File: src/core/chip_select_pkg.sv
// ****************************************************************
// Chip-select decoder constants
// ****************************************************************
package chip_select_pkg;

    localparam int CHANNELS = 4;

    // Register port indices
    localparam logic [3:0] OFFSET_BASE0 = 4'h0;
    localparam logic [3:0] OFFSET_OPTIONS0 = 4'h4;
    localparam logic [3:0] OFFSET_CONTROL = 4'h8;

    // select_base fields
    localparam int BASE_SPACE_HI = 15;
    localparam int BASE_SPACE_LO = 13;
    localparam int BASE_ADDR_HI = 12;
    localparam int BASE_ADDR_LO = 2;
    localparam int BASE_DIR_BIT = 1;
    localparam int BASE_ENABLE_BIT = 0;

    // select_options fields
    localparam int OPT_ACK_HI = 15;
    localparam int OPT_ACK_LO = 13;
    localparam int OPT_MASK_HI = 12;
    localparam int OPT_MASK_LO = 2;
    localparam int OPT_DIR_MASK_BIT = 1;
    localparam int OPT_SPACE_CMP_BIT = 0;

    // system_control_word fields
    localparam int CTRL_TRAP_EN_BIT = 0;
    localparam int CTRL_EXTRA_WAIT_BIT = 1;
    localparam int CTRL_WP_FLAG_BIT = 8;

    // Reset values: supervisor program space, base 0, read, enabled on 0
    localparam logic [15:0] BASE0_RESET = 16'hC001;
    localparam logic [15:0] BASE_RESET = 16'hC000;
    // Six wait states, full mask, direction masked, space compared
    localparam logic [15:0] OPTIONS_RESET = 16'hDFFD;
    localparam logic [15:0] CONTROL_RESET = 16'h0000;

    localparam logic [2:0] SPACE_RESERVED = 3'h7;
    localparam logic [2:0] ACK_EXTERNAL = 3'h7;

    typedef enum logic [1:0] {
        CYC_IDLE,
        CYC_COUNT,
        CYC_HOLD
    } cycle_state_t;

endpackage : chip_select_pkg

File: src/core/chip_select_channel.sv
`timescale 1ns/1ps
// ****************************************************************
// One channel's address, space and direction comparator
// ****************************************************************
module chip_select_channel
    import chip_select_pkg::*;
(
    input wire logic [15:0] select_base,
    input wire logic [15:0] select_options,
    input wire logic [23:13] bus_addr,
    input wire logic [2:0] bus_space,
    input wire logic bus_write,
    output logic hit,
    output logic pass,
    output logic violation
);

    logic [10:0] addr_diff;
    logic addr_ok;
    logic space_ok;
    logic dir_ok;
    logic enabled;
    logic dir_checked;

    always_comb begin
        enabled = select_base[BASE_ENABLE_BIT];
        addr_diff = (bus_addr ^ select_base[BASE_ADDR_HI:BASE_ADDR_LO])
            & select_options[OPT_MASK_HI:OPT_MASK_LO];
        addr_ok = (addr_diff == 11'h000);
        space_ok = (select_base[BASE_SPACE_HI:BASE_SPACE_LO] != SPACE_RESERVED)
            && (bus_space != SPACE_RESERVED)
            && (!select_options[OPT_SPACE_CMP_BIT]
                || bus_space == select_base[BASE_SPACE_HI:BASE_SPACE_LO]);
        dir_checked = select_options[OPT_DIR_MASK_BIT];
        dir_ok = !dir_checked || (bus_write == select_base[BASE_DIR_BIT]);
        hit = enabled && addr_ok && space_ok;
        pass = hit && dir_ok;
        violation = hit && dir_checked && !select_base[BASE_DIR_BIT] && bus_write;
    end

endmodule : chip_select_channel

File: src/core/chip_select_decoder.sv
`timescale 1ns/1ps
// Overview of operation
// - Reserved space code 111 never selects
// - Space codes reset to supervisor program
// - Base bits 12..2 compare address 23..13
// - Base addresses reset to zero
// - Direction bit restricts reads or writes
// - Protected write sets flag, optional bus error
// - Enable bit; only channel zero after reset
// - Registers writable while channel enabled
// - Ack code gives zero to six waits
// - External ack code: never drive ack
// - Ack field resets to six waits
// - Waits counted on own clock
// - Mask bit zero makes line don't-care
// - Address masks reset to all ones
// - Direction mask zero allows both directions
// - Space compare bit gates space match
// - Bus space 111 never selects
// - Single select, channel zero highest priority
// - Violation cycle keeps select deasserted
module chip_select_decoder
    import chip_select_pkg::*;
(
    input wire logic ref_clk,
    input wire logic rst_n,
    input wire logic [3:0] reg_addr,
    input wire logic [15:0] reg_wdata,
    input wire logic reg_wr,
    input wire logic reg_rd,
    output logic [15:0] reg_rdata,
    input wire logic [23:13] bus_addr,
    input wire logic [2:0] bus_space,
    input wire logic bus_write,
    input wire logic bus_strobe_n,
    input wire logic internal_access,
    input wire logic outside_master,
    input wire logic ack_in_n,
    output logic [3:0] select_n,
    output logic ack_out_n,
    output logic ack_oe_n,
    output logic bus_error_n
);

    // ****************************************************************
    // Pin synchronisers
    // ****************************************************************
    localparam int SYNC_W = 11 + 3 + 1 + 1 + 1 + 1 + 1;

    logic [SYNC_W-1:0] pins_meta_q;
    logic [SYNC_W-1:0] pins_q;
    logic [23:13] addr_s;
    logic [2:0] space_s;
    logic write_s;
    logic strobe_s;
    logic internal_s;
    logic outside_s;
    logic ack_in_s;

    always_ff @(posedge ref_clk or negedge rst_n) begin
        if (!rst_n) begin
            pins_meta_q <= '0;
            pins_q <= '0;
        end else begin
            pins_meta_q <= {bus_addr, bus_space, bus_write, ~bus_strobe_n,
                internal_access, outside_master, ~ack_in_n};
            pins_q <= pins_meta_q;
        end
    end

    always_comb begin
        {addr_s, space_s, write_s, strobe_s, internal_s, outside_s, ack_in_s} = pins_q;
    end

    // ****************************************************************
    // Register file
    // ****************************************************************
    logic [15:0] base_q [CHANNELS];
    logic [15:0] options_q [CHANNELS];
    logic trap_enable_q;
    logic extra_wait_q;
    logic wp_flag_q;
    logic wp_event;
    logic [15:0] reg_rdata_q;

    function automatic logic is_channel_reg(input logic [3:0] addr, input logic [3:0] first,
        input int ch);
        is_channel_reg = (addr == first + 4'(ch));
    endfunction : is_channel_reg

    genvar gi;
    generate
        for (gi = 0; gi < CHANNELS; gi++) begin : g_regs
            always_ff @(posedge ref_clk or negedge rst_n) begin
                if (!rst_n) begin
                    base_q[gi] <= (gi == 0) ? BASE0_RESET : BASE_RESET;
                    options_q[gi] <= OPTIONS_RESET;
                end else if (reg_wr) begin
                    // Writes land regardless of the enable bit
                    if (is_channel_reg(reg_addr, OFFSET_BASE0, gi)) begin
                        base_q[gi] <= reg_wdata;
                    end
                    if (is_channel_reg(reg_addr, OFFSET_OPTIONS0, gi)) begin
                        options_q[gi] <= reg_wdata;
                    end
                end
            end
        end
    endgenerate

    // ****************************************************************
    // Control bits and write-protect flag
    // ****************************************************************

    always_ff @(posedge ref_clk or negedge rst_n) begin
        if (!rst_n) begin
            trap_enable_q <= CONTROL_RESET[CTRL_TRAP_EN_BIT];
            extra_wait_q <= CONTROL_RESET[CTRL_EXTRA_WAIT_BIT];
        end else if (reg_wr && reg_addr == OFFSET_CONTROL) begin
            trap_enable_q <= reg_wdata[CTRL_TRAP_EN_BIT];
            extra_wait_q <= reg_wdata[CTRL_EXTRA_WAIT_BIT];
        end
    end

    // Sticky flag, write one to clear; a new event beats the clear
    always_ff @(posedge ref_clk or negedge rst_n) begin
        if (!rst_n) begin
            wp_flag_q <= CONTROL_RESET[CTRL_WP_FLAG_BIT];
        end else if (wp_event) begin
            wp_flag_q <= 1'b1;
        end else if (reg_wr && reg_addr == OFFSET_CONTROL && reg_wdata[CTRL_WP_FLAG_BIT]) begin
            wp_flag_q <= 1'b0;
        end
    end

    // ****************************************************************
    // Register read port
    // ****************************************************************

    // Control word as software reads it
    function automatic logic [15:0] control_word(input logic trap, input logic extra,
        input logic flag);
        logic [15:0] w;
        w = 16'h0000;
        w[CTRL_TRAP_EN_BIT] = trap;
        w[CTRL_EXTRA_WAIT_BIT] = extra;
        w[CTRL_WP_FLAG_BIT] = flag;
        control_word = w;
    endfunction : control_word

    always_ff @(posedge ref_clk or negedge rst_n) begin
        if (!rst_n) begin
            reg_rdata_q <= 16'h0000;
        end else if (reg_rd) begin
            if (reg_addr < OFFSET_OPTIONS0) begin
                reg_rdata_q <= base_q[reg_addr[1:0]];
            end else if (reg_addr < OFFSET_CONTROL) begin
                reg_rdata_q <= options_q[reg_addr[1:0]];
            end else if (reg_addr == OFFSET_CONTROL) begin
                reg_rdata_q <= control_word(trap_enable_q, extra_wait_q, wp_flag_q);
            end else begin
                reg_rdata_q <= 16'h0000;
            end
        end else begin
            reg_rdata_q <= 16'h0000;
        end
    end

    assign reg_rdata = reg_rdata_q;

    // ****************************************************************
    // Channel comparators
    // ****************************************************************
    logic [CHANNELS-1:0] hit;
    logic [CHANNELS-1:0] pass;
    logic [CHANNELS-1:0] violation;

    generate
        for (gi = 0; gi < CHANNELS; gi++) begin : g_chan
            chip_select_channel u_channel (
                .select_base(base_q[gi]),
                .select_options(options_q[gi]),
                .bus_addr(addr_s),
                .bus_space(space_s),
                .bus_write(write_s),
                .hit(hit[gi]),
                .pass(pass[gi]),
                .violation(violation[gi])
            );
        end
    endgenerate

    // ****************************************************************
    // Priority between channels
    // ****************************************************************

    // Lowest set index as one-hot
    function automatic logic [CHANNELS-1:0] first_set(input logic [CHANNELS-1:0] v);
        logic [CHANNELS-1:0] r;
        r = '0;
        for (int i = CHANNELS - 1; i >= 0; i--) begin
            if (v[i]) begin
                r = '0;
                r[i] = 1'b1;
            end
        end
        first_set = r;
    endfunction : first_set

    logic [CHANNELS-1:0] winner;
    logic [CHANNELS-1:0] blocked;
    logic any_pass;
    logic protect_hit;
    logic [2:0] ack_code;
    logic [2:0] wait_load;

    always_comb begin
        winner = first_set(pass);
        blocked = first_set(violation);
        any_pass = |pass;
        protect_hit = !any_pass && (|violation);
        ack_code = ACK_EXTERNAL;
        for (int i = 0; i < CHANNELS; i++) begin
            if (winner[i]) begin
                ack_code = options_q[i][OPT_ACK_HI:OPT_ACK_LO];
            end
        end
        // Code six plus the extra wait still fits three bits
        wait_load = ack_code + 3'((outside_s && extra_wait_q) ? 1 : 0);
    end

    // ****************************************************************
    // Bus cycle sequencer
    // ****************************************************************
    cycle_state_t state_q;
    logic [2:0] wait_q;
    logic [3:0] select_n_q;
    logic ack_out_n_q;
    logic ack_oe_n_q;
    logic bus_error_n_q;
    logic cycle_start;

    // Strobe must be seen high again before a new cycle starts
    assign cycle_start = (state_q == CYC_IDLE) && strobe_s && !internal_s;
    assign wp_event = cycle_start && protect_hit && (|blocked);

    always_ff @(posedge ref_clk or negedge rst_n) begin
        if (!rst_n) begin
            state_q <= CYC_IDLE;
            wait_q <= 3'h0;
        end else begin
            unique case (state_q)
                CYC_IDLE: begin
                    if (cycle_start) begin
                        if (any_pass && ack_code != ACK_EXTERNAL && wait_load != 3'h0) begin
                            wait_q <= wait_load;
                            state_q <= CYC_COUNT;
                        end else begin
                            state_q <= CYC_HOLD;
                        end
                    end
                end
                CYC_COUNT: begin
                    if (!strobe_s) begin
                        state_q <= CYC_IDLE;
                    end else begin
                        wait_q <= wait_q - 3'h1;
                        if (wait_q == 3'h1) begin
                            state_q <= CYC_HOLD;
                        end
                    end
                end
                CYC_HOLD: begin
                    if (!strobe_s) begin
                        state_q <= CYC_IDLE;
                    end
                end
            endcase
        end
    end

    // ****************************************************************
    // Select lines
    // ****************************************************************

    always_ff @(posedge ref_clk or negedge rst_n) begin
        if (!rst_n) begin
            select_n_q <= 4'hF;
        end else if (cycle_start) begin
            select_n_q <= ~winner;
        end else if (!strobe_s) begin
            select_n_q <= 4'hF;
        end
    end

    // ****************************************************************
    // Acknowledge and bus error
    // ****************************************************************

    always_ff @(posedge ref_clk or negedge rst_n) begin
        if (!rst_n) begin
            ack_out_n_q <= 1'b1;
            ack_oe_n_q <= 1'b1;
        end else if (!strobe_s) begin
            ack_out_n_q <= 1'b1;
            ack_oe_n_q <= 1'b1;
        end else if (cycle_start && any_pass && ack_code != ACK_EXTERNAL) begin
            // Pin driven high until the count runs out
            ack_oe_n_q <= 1'b0;
            ack_out_n_q <= (wait_load != 3'h0);
        end else if (state_q == CYC_COUNT && wait_q == 3'h1) begin
            ack_out_n_q <= 1'b0;
        end
    end

    always_ff @(posedge ref_clk or negedge rst_n) begin
        if (!rst_n) begin
            bus_error_n_q <= 1'b1;
        end else if (!strobe_s) begin
            bus_error_n_q <= 1'b1;
        end else if (wp_event && trap_enable_q) begin
            bus_error_n_q <= 1'b0;
        end
    end

    // ****************************************************************
    // Output ports
    // ****************************************************************

    assign select_n = select_n_q;
    assign ack_out_n = ack_out_n_q;
    assign ack_oe_n = ack_oe_n_q;
    assign bus_error_n = bus_error_n_q;

    // Synchronised external ack is only observed, never passed on
    logic ack_seen_unused;
    assign ack_seen_unused = ack_in_s;

endmodule : chip_select_decoder

File: config.mk
export PLATFORM = sky130hd
export DESIGN_NAME = chip_select_decoder
export DESIGN_NICKNAME = d
export VERILOG_FILES = /design/src/core/chip_select_pkg.sv /design/src/core/chip_select_channel.sv /design/src/core/chip_select_decoder.sv
export SDC_FILE = /design/constraint.sdc
export NUM_CORES = 1
export LEC_CHECK = 0
export BUFFER_PORTS_ARGS = -buffer_cell sky130_fd_sc_hd__buf_2
export CAP_MARGIN = 5
export CORE_MARGIN = 2
export CORE_UTILIZATION = 55
export DETAILED_ROUTE_END_ITERATION = 8
export MAX_ROUTING_LAYER = met4
export PLACE_DENSITY = 0.81
export SYNTH_ARGS = -nofsm -noshare
export SYNTH_HDL_FRONTEND = slang
export SYNTH_SLANG_ARGS = --single-unit
File: constraint.sdc
create_clock -name ref_clk -period 3.1 [get_ports ref_clk]
set_input_delay 0.155 -clock ref_clk [delete_from_list [all_inputs] [get_ports ref_clk]]
set_output_delay 0.155 -clock ref_clk [all_outputs]
set_load 0.01 [all_outputs]
==> impl_metrics.ini <==
[outcome]
status = complete, but fails checks
violations = negative setup slack

[final_layout]
seq_area_um2 = 4970
antenna_cells = 0
nFillCells = 1157
instances_no_fill = 1065
multi_input_area_um2 = 4300
syn_to_final_growth_pct = 21.8
final_area_um2 = 11400
drive_above_1_share = 0.525
nets = 882

[setup_path]
start_kind = flop
crit_family = simple AND/OR/NAND/NOR gates
cp_slowest_cell = a222oi_1
rr_startpoint = pins_q[12]
max_stage_delay_ns = 0.45
critPathBufInv = 3
path_cells = buf_6 -> xor2_1 -> a222oi_1 -> nand4_1 -> or2_4 -> o21ai_4 -> a2bb2oi_2 -> a21oi_2 -> ha_2 -> ha_4 -> inv_4 -> and3_4 -> nor4_4 -> buf_6 -> or2_4 -> o311a_1
cp_max_fo = 6
required_ns = 3.42
arrival_ns = 3.82
r2r_cells = 16
cp_num_cells = 16
path_class = reg -> reg
r2r-end = wait_q[2]
r2r_slack_ns = -0.40
cp-end-kind = flop

[global_route]
gr-usage-all-layers = 0.291
grt_remaining_overflow = 0
grt_pass1_vias = 6949
grt_max_degree = 87
grt_antenna_before_repair = 1
grt_pass1_wl_um = 38400

[clock_network]
htree_levels = 4
clk_pin_slew_ns = 0.07
clk_path_buf_depth = 2
clock_sinks = 195
cts_tree = yes
insertion_delay_ns = 0.44
cts_buffers = 17
cts-root-buf = clkbuf_16

[routing]
remaining_drc_errors = 0
via_count = 6490
wl_um = 24200
final_antenna_net_count = 0
drt_iter0_drc = 575
vias_per_cell = 6.09
drt-pass1-iter-count = 5
post_drt_wl_per_cell_um = 22.7

[sta]
setup_viol = 6
worst_pin_slew_ns = 0.981
finalHoldViolCount = 0
max-slew-margin-rel = 0.346
max_freq_ghz = 0.286
rsz0062_at_grt = yes
min_period_ns = 3.50
worst_slack_ns = -0.398
fin_skew_ns = 0.00961
finalMaxSlewViolations = 0
period_share = 1.13

[placement]
gp_congestion = 0.967
place_inst = 1008
io_buffers = 64
dpl_cell_area_um2 = 10400
dpl.hpwl_um = 16300

[pwr]
p_leak_nw = 4.96
power.density_nw_per_um2 = 712
vdd_drop_max_mv = 0.481

[logic_synthesis]
yosysWarnings = 0
yosys.area.top_type = dfrtp_1
synth_edf_count = 0
synth_cell_types = 60
synthArstFlopShare = 1.00
syn_nets = 732
ys_ff_latch = 195
ys.flop_type = dfrtp_1
synth_top_area_frac = 0.330
synthTopCellsByArea = dfrtp_1 (33%), dfstp_2 (20%), mux2_2 (15%)
avgSynthCellArea_um2 = 13.7
syn_area_um2 = 9330
ys_seq_area_frac = 0.533
syn_inst = 682

[floorplan]
die_w_um = 134
dieArea_um2 = 18000
design.core.area_um2 = 16600
die_height_um = 134
rows = 47
start_util = 0.563
ios = 66

[hold_path]
worst_hold_path.endpoint = wp_flag_q
hp-start = reg_wr
hp-class = in -> reg
whs_path_depth = 3

[run]
maxCapViolations = 0
-- layer usage --
layer / track usage / share of wire
met3: 0.0586 / 0.068
met2: 0.457 / 0.50
met5: - / 0
met1: 0.376 / 0.41
met4: 0.110 / 0.028
-- cell usage after synthesis (7+ instances only) --
cell / count
mux2_2: 128
dfrtp_1: 123
dfstp_2: 72
xor2_1: 60
mux4_2: 32
nor2_1: 28
clkbuf_1: 22
nand2_1: 22
a22oi_1: 17
o21ai_0: 15
inv_1: 14
mux2i_1: 13
nand3_1: 11
a21oi_1: 10
ha_1: 7
nor3_1: 7
-- worst register-to-register path: cells and delay by family, from the launching register on --
| kind | cells | cell delay [ns] |
|---|---|---|
| and+or+nand+nor | 5 | 1.12 |
| AOI/OAI and AO/OA | 5 | 1.06 |
| DFF | 1 | 0.40 |
| adders and majority gates | 2 | 0.34 |
| buffers and inverters | 3 | 0.32 |
| xor gates and xnor gates | 1 | 0.14 |
-- cells by family (layout without fill, tap and decap cells) --
kind of cell / Yosys count / after routing / share of synthesized area
flip-flops: 195 / 195 / 0.533
multiplexers: 173 / 173 / 0.246
AND/OR/NAND/NOR: 119 / 119 / 0.0701
AO/OA/AOI/OAI: 80 / 80 / 0.0644
XOR/XNOR: 60 / 60 / 0.0563
buffers and inverters: 48 / 211 / 0.0215
adder cells (fa/ha/maj): 7 / 7 / 0.00939
-- cell usage in the layout, fill, tap and decap left out, types with 4 or more instances in the layout --
cell / netlist / routed
inv_8: 0 / 4
a222oi_1: 4 / 4
buf_4: 0 / 78
nand4_1: 6 / 6
dfrtp_1: 123 / 123
nor3b_2: 2 / 4
clkbuf_16: 0 / 17
nand2b_1: 6 / 6
mux2i_1: 13 / 13
a21oi_2: 1 / 4
mux4_2: 32 / 32
inv_1: 14 / 13
dlygate4sd3_1: 0 / 20
dfstp_2: 72 / 72
o21ai_0: 15 / 9
nand3b_1: 4 / 4
o31ai_1: 6 / 6
ha_1: 7 / 5
nor2b_1: 4 / 4
nor4_1: 5 / 4
nand2_1: 22 / 22
mux2_2: 128 / 128
nor3_1: 7 / 7
a22oi_1: 17 / 15
nor2_1: 28 / 28
xor2_1: 60 / 60
nand3_1: 11 / 10
a21oi_1: 10 / 6
buf_2: 4 / 63
and3_1: 5 / 5
-- per-stage QoR --
step	hold WS (ns)	util	total power [mW]	worst slack (ns)	TNS (ns)
3_3_place_gp	0.231	0.627	5.55	-0.295	-1.36
4_1_cts	0.0277	0.680	8.03	-0.241	-1.36
2_1_floorplan	-0.141	-	4.81	-0.0332	-0.0332
6_report	0.0454	0.685	8.10	-0.398	-1.94
5_1_grt	0.0513	0.685	8.46	-0.572	-3.07
3_5_place_dp	0.254	0.627	5.67	-0.483	-2.72
-- worst max-delay path by stage --
stage | from | to
5_1_grt | base_q[6] | wait_q[2]
2_1_floorplan | pins_q[5] | wait_q[2]
6_report | pins_q[12] | wait_q[2]
3_3_place_gp | pins_q[12] | wait_q[2]
4_1_cts | pins_q[12] | wait_q[2]
3_5_place_dp | pins_q[10] | wait_q[2]
-- report_power, final --
part | internal, mW | switching [mW] | total (mW)
Combinational | 1.19 | 1.01 | 2.21
Clock | 1.24 | 1.03 | 2.27
Sequential | 3.18 | 0.442 | 3.62
-- timing repair --
item                                    4_1_cts  5_1_grt
hold buffers                                 20        0
endpoints found under the setup margin        6        7
pin swaps                                    12       10
hold endpoints to repair                     72        0
gates resized for setup                      20       12
setup buffers                                 3        3
-- cell type report --
cell class                 count  share of cell area
tap                          220              0.0242
sequential                   195               0.437
clock inverter                13              0.0145
timing repair buffer         165               0.102
multi-input combinational    439               0.378
inverter                      14             0.00484
clock buffer                  19              0.0390
-- sequential cells by signal (all words and copies together) (netlist names) --
name	count
ack_oe_n	1
pins_q	18
wp_flag_q	1
reg_rdata	16
state_q	2
extra_wait_q	1
ack_out_n	1
trap_enable_q	1
pins_meta_q	18
options_q	64
select_n	4
base_q	64
bus_error_n	1
wait_q	3
Power figures use the tool's default switching activity.
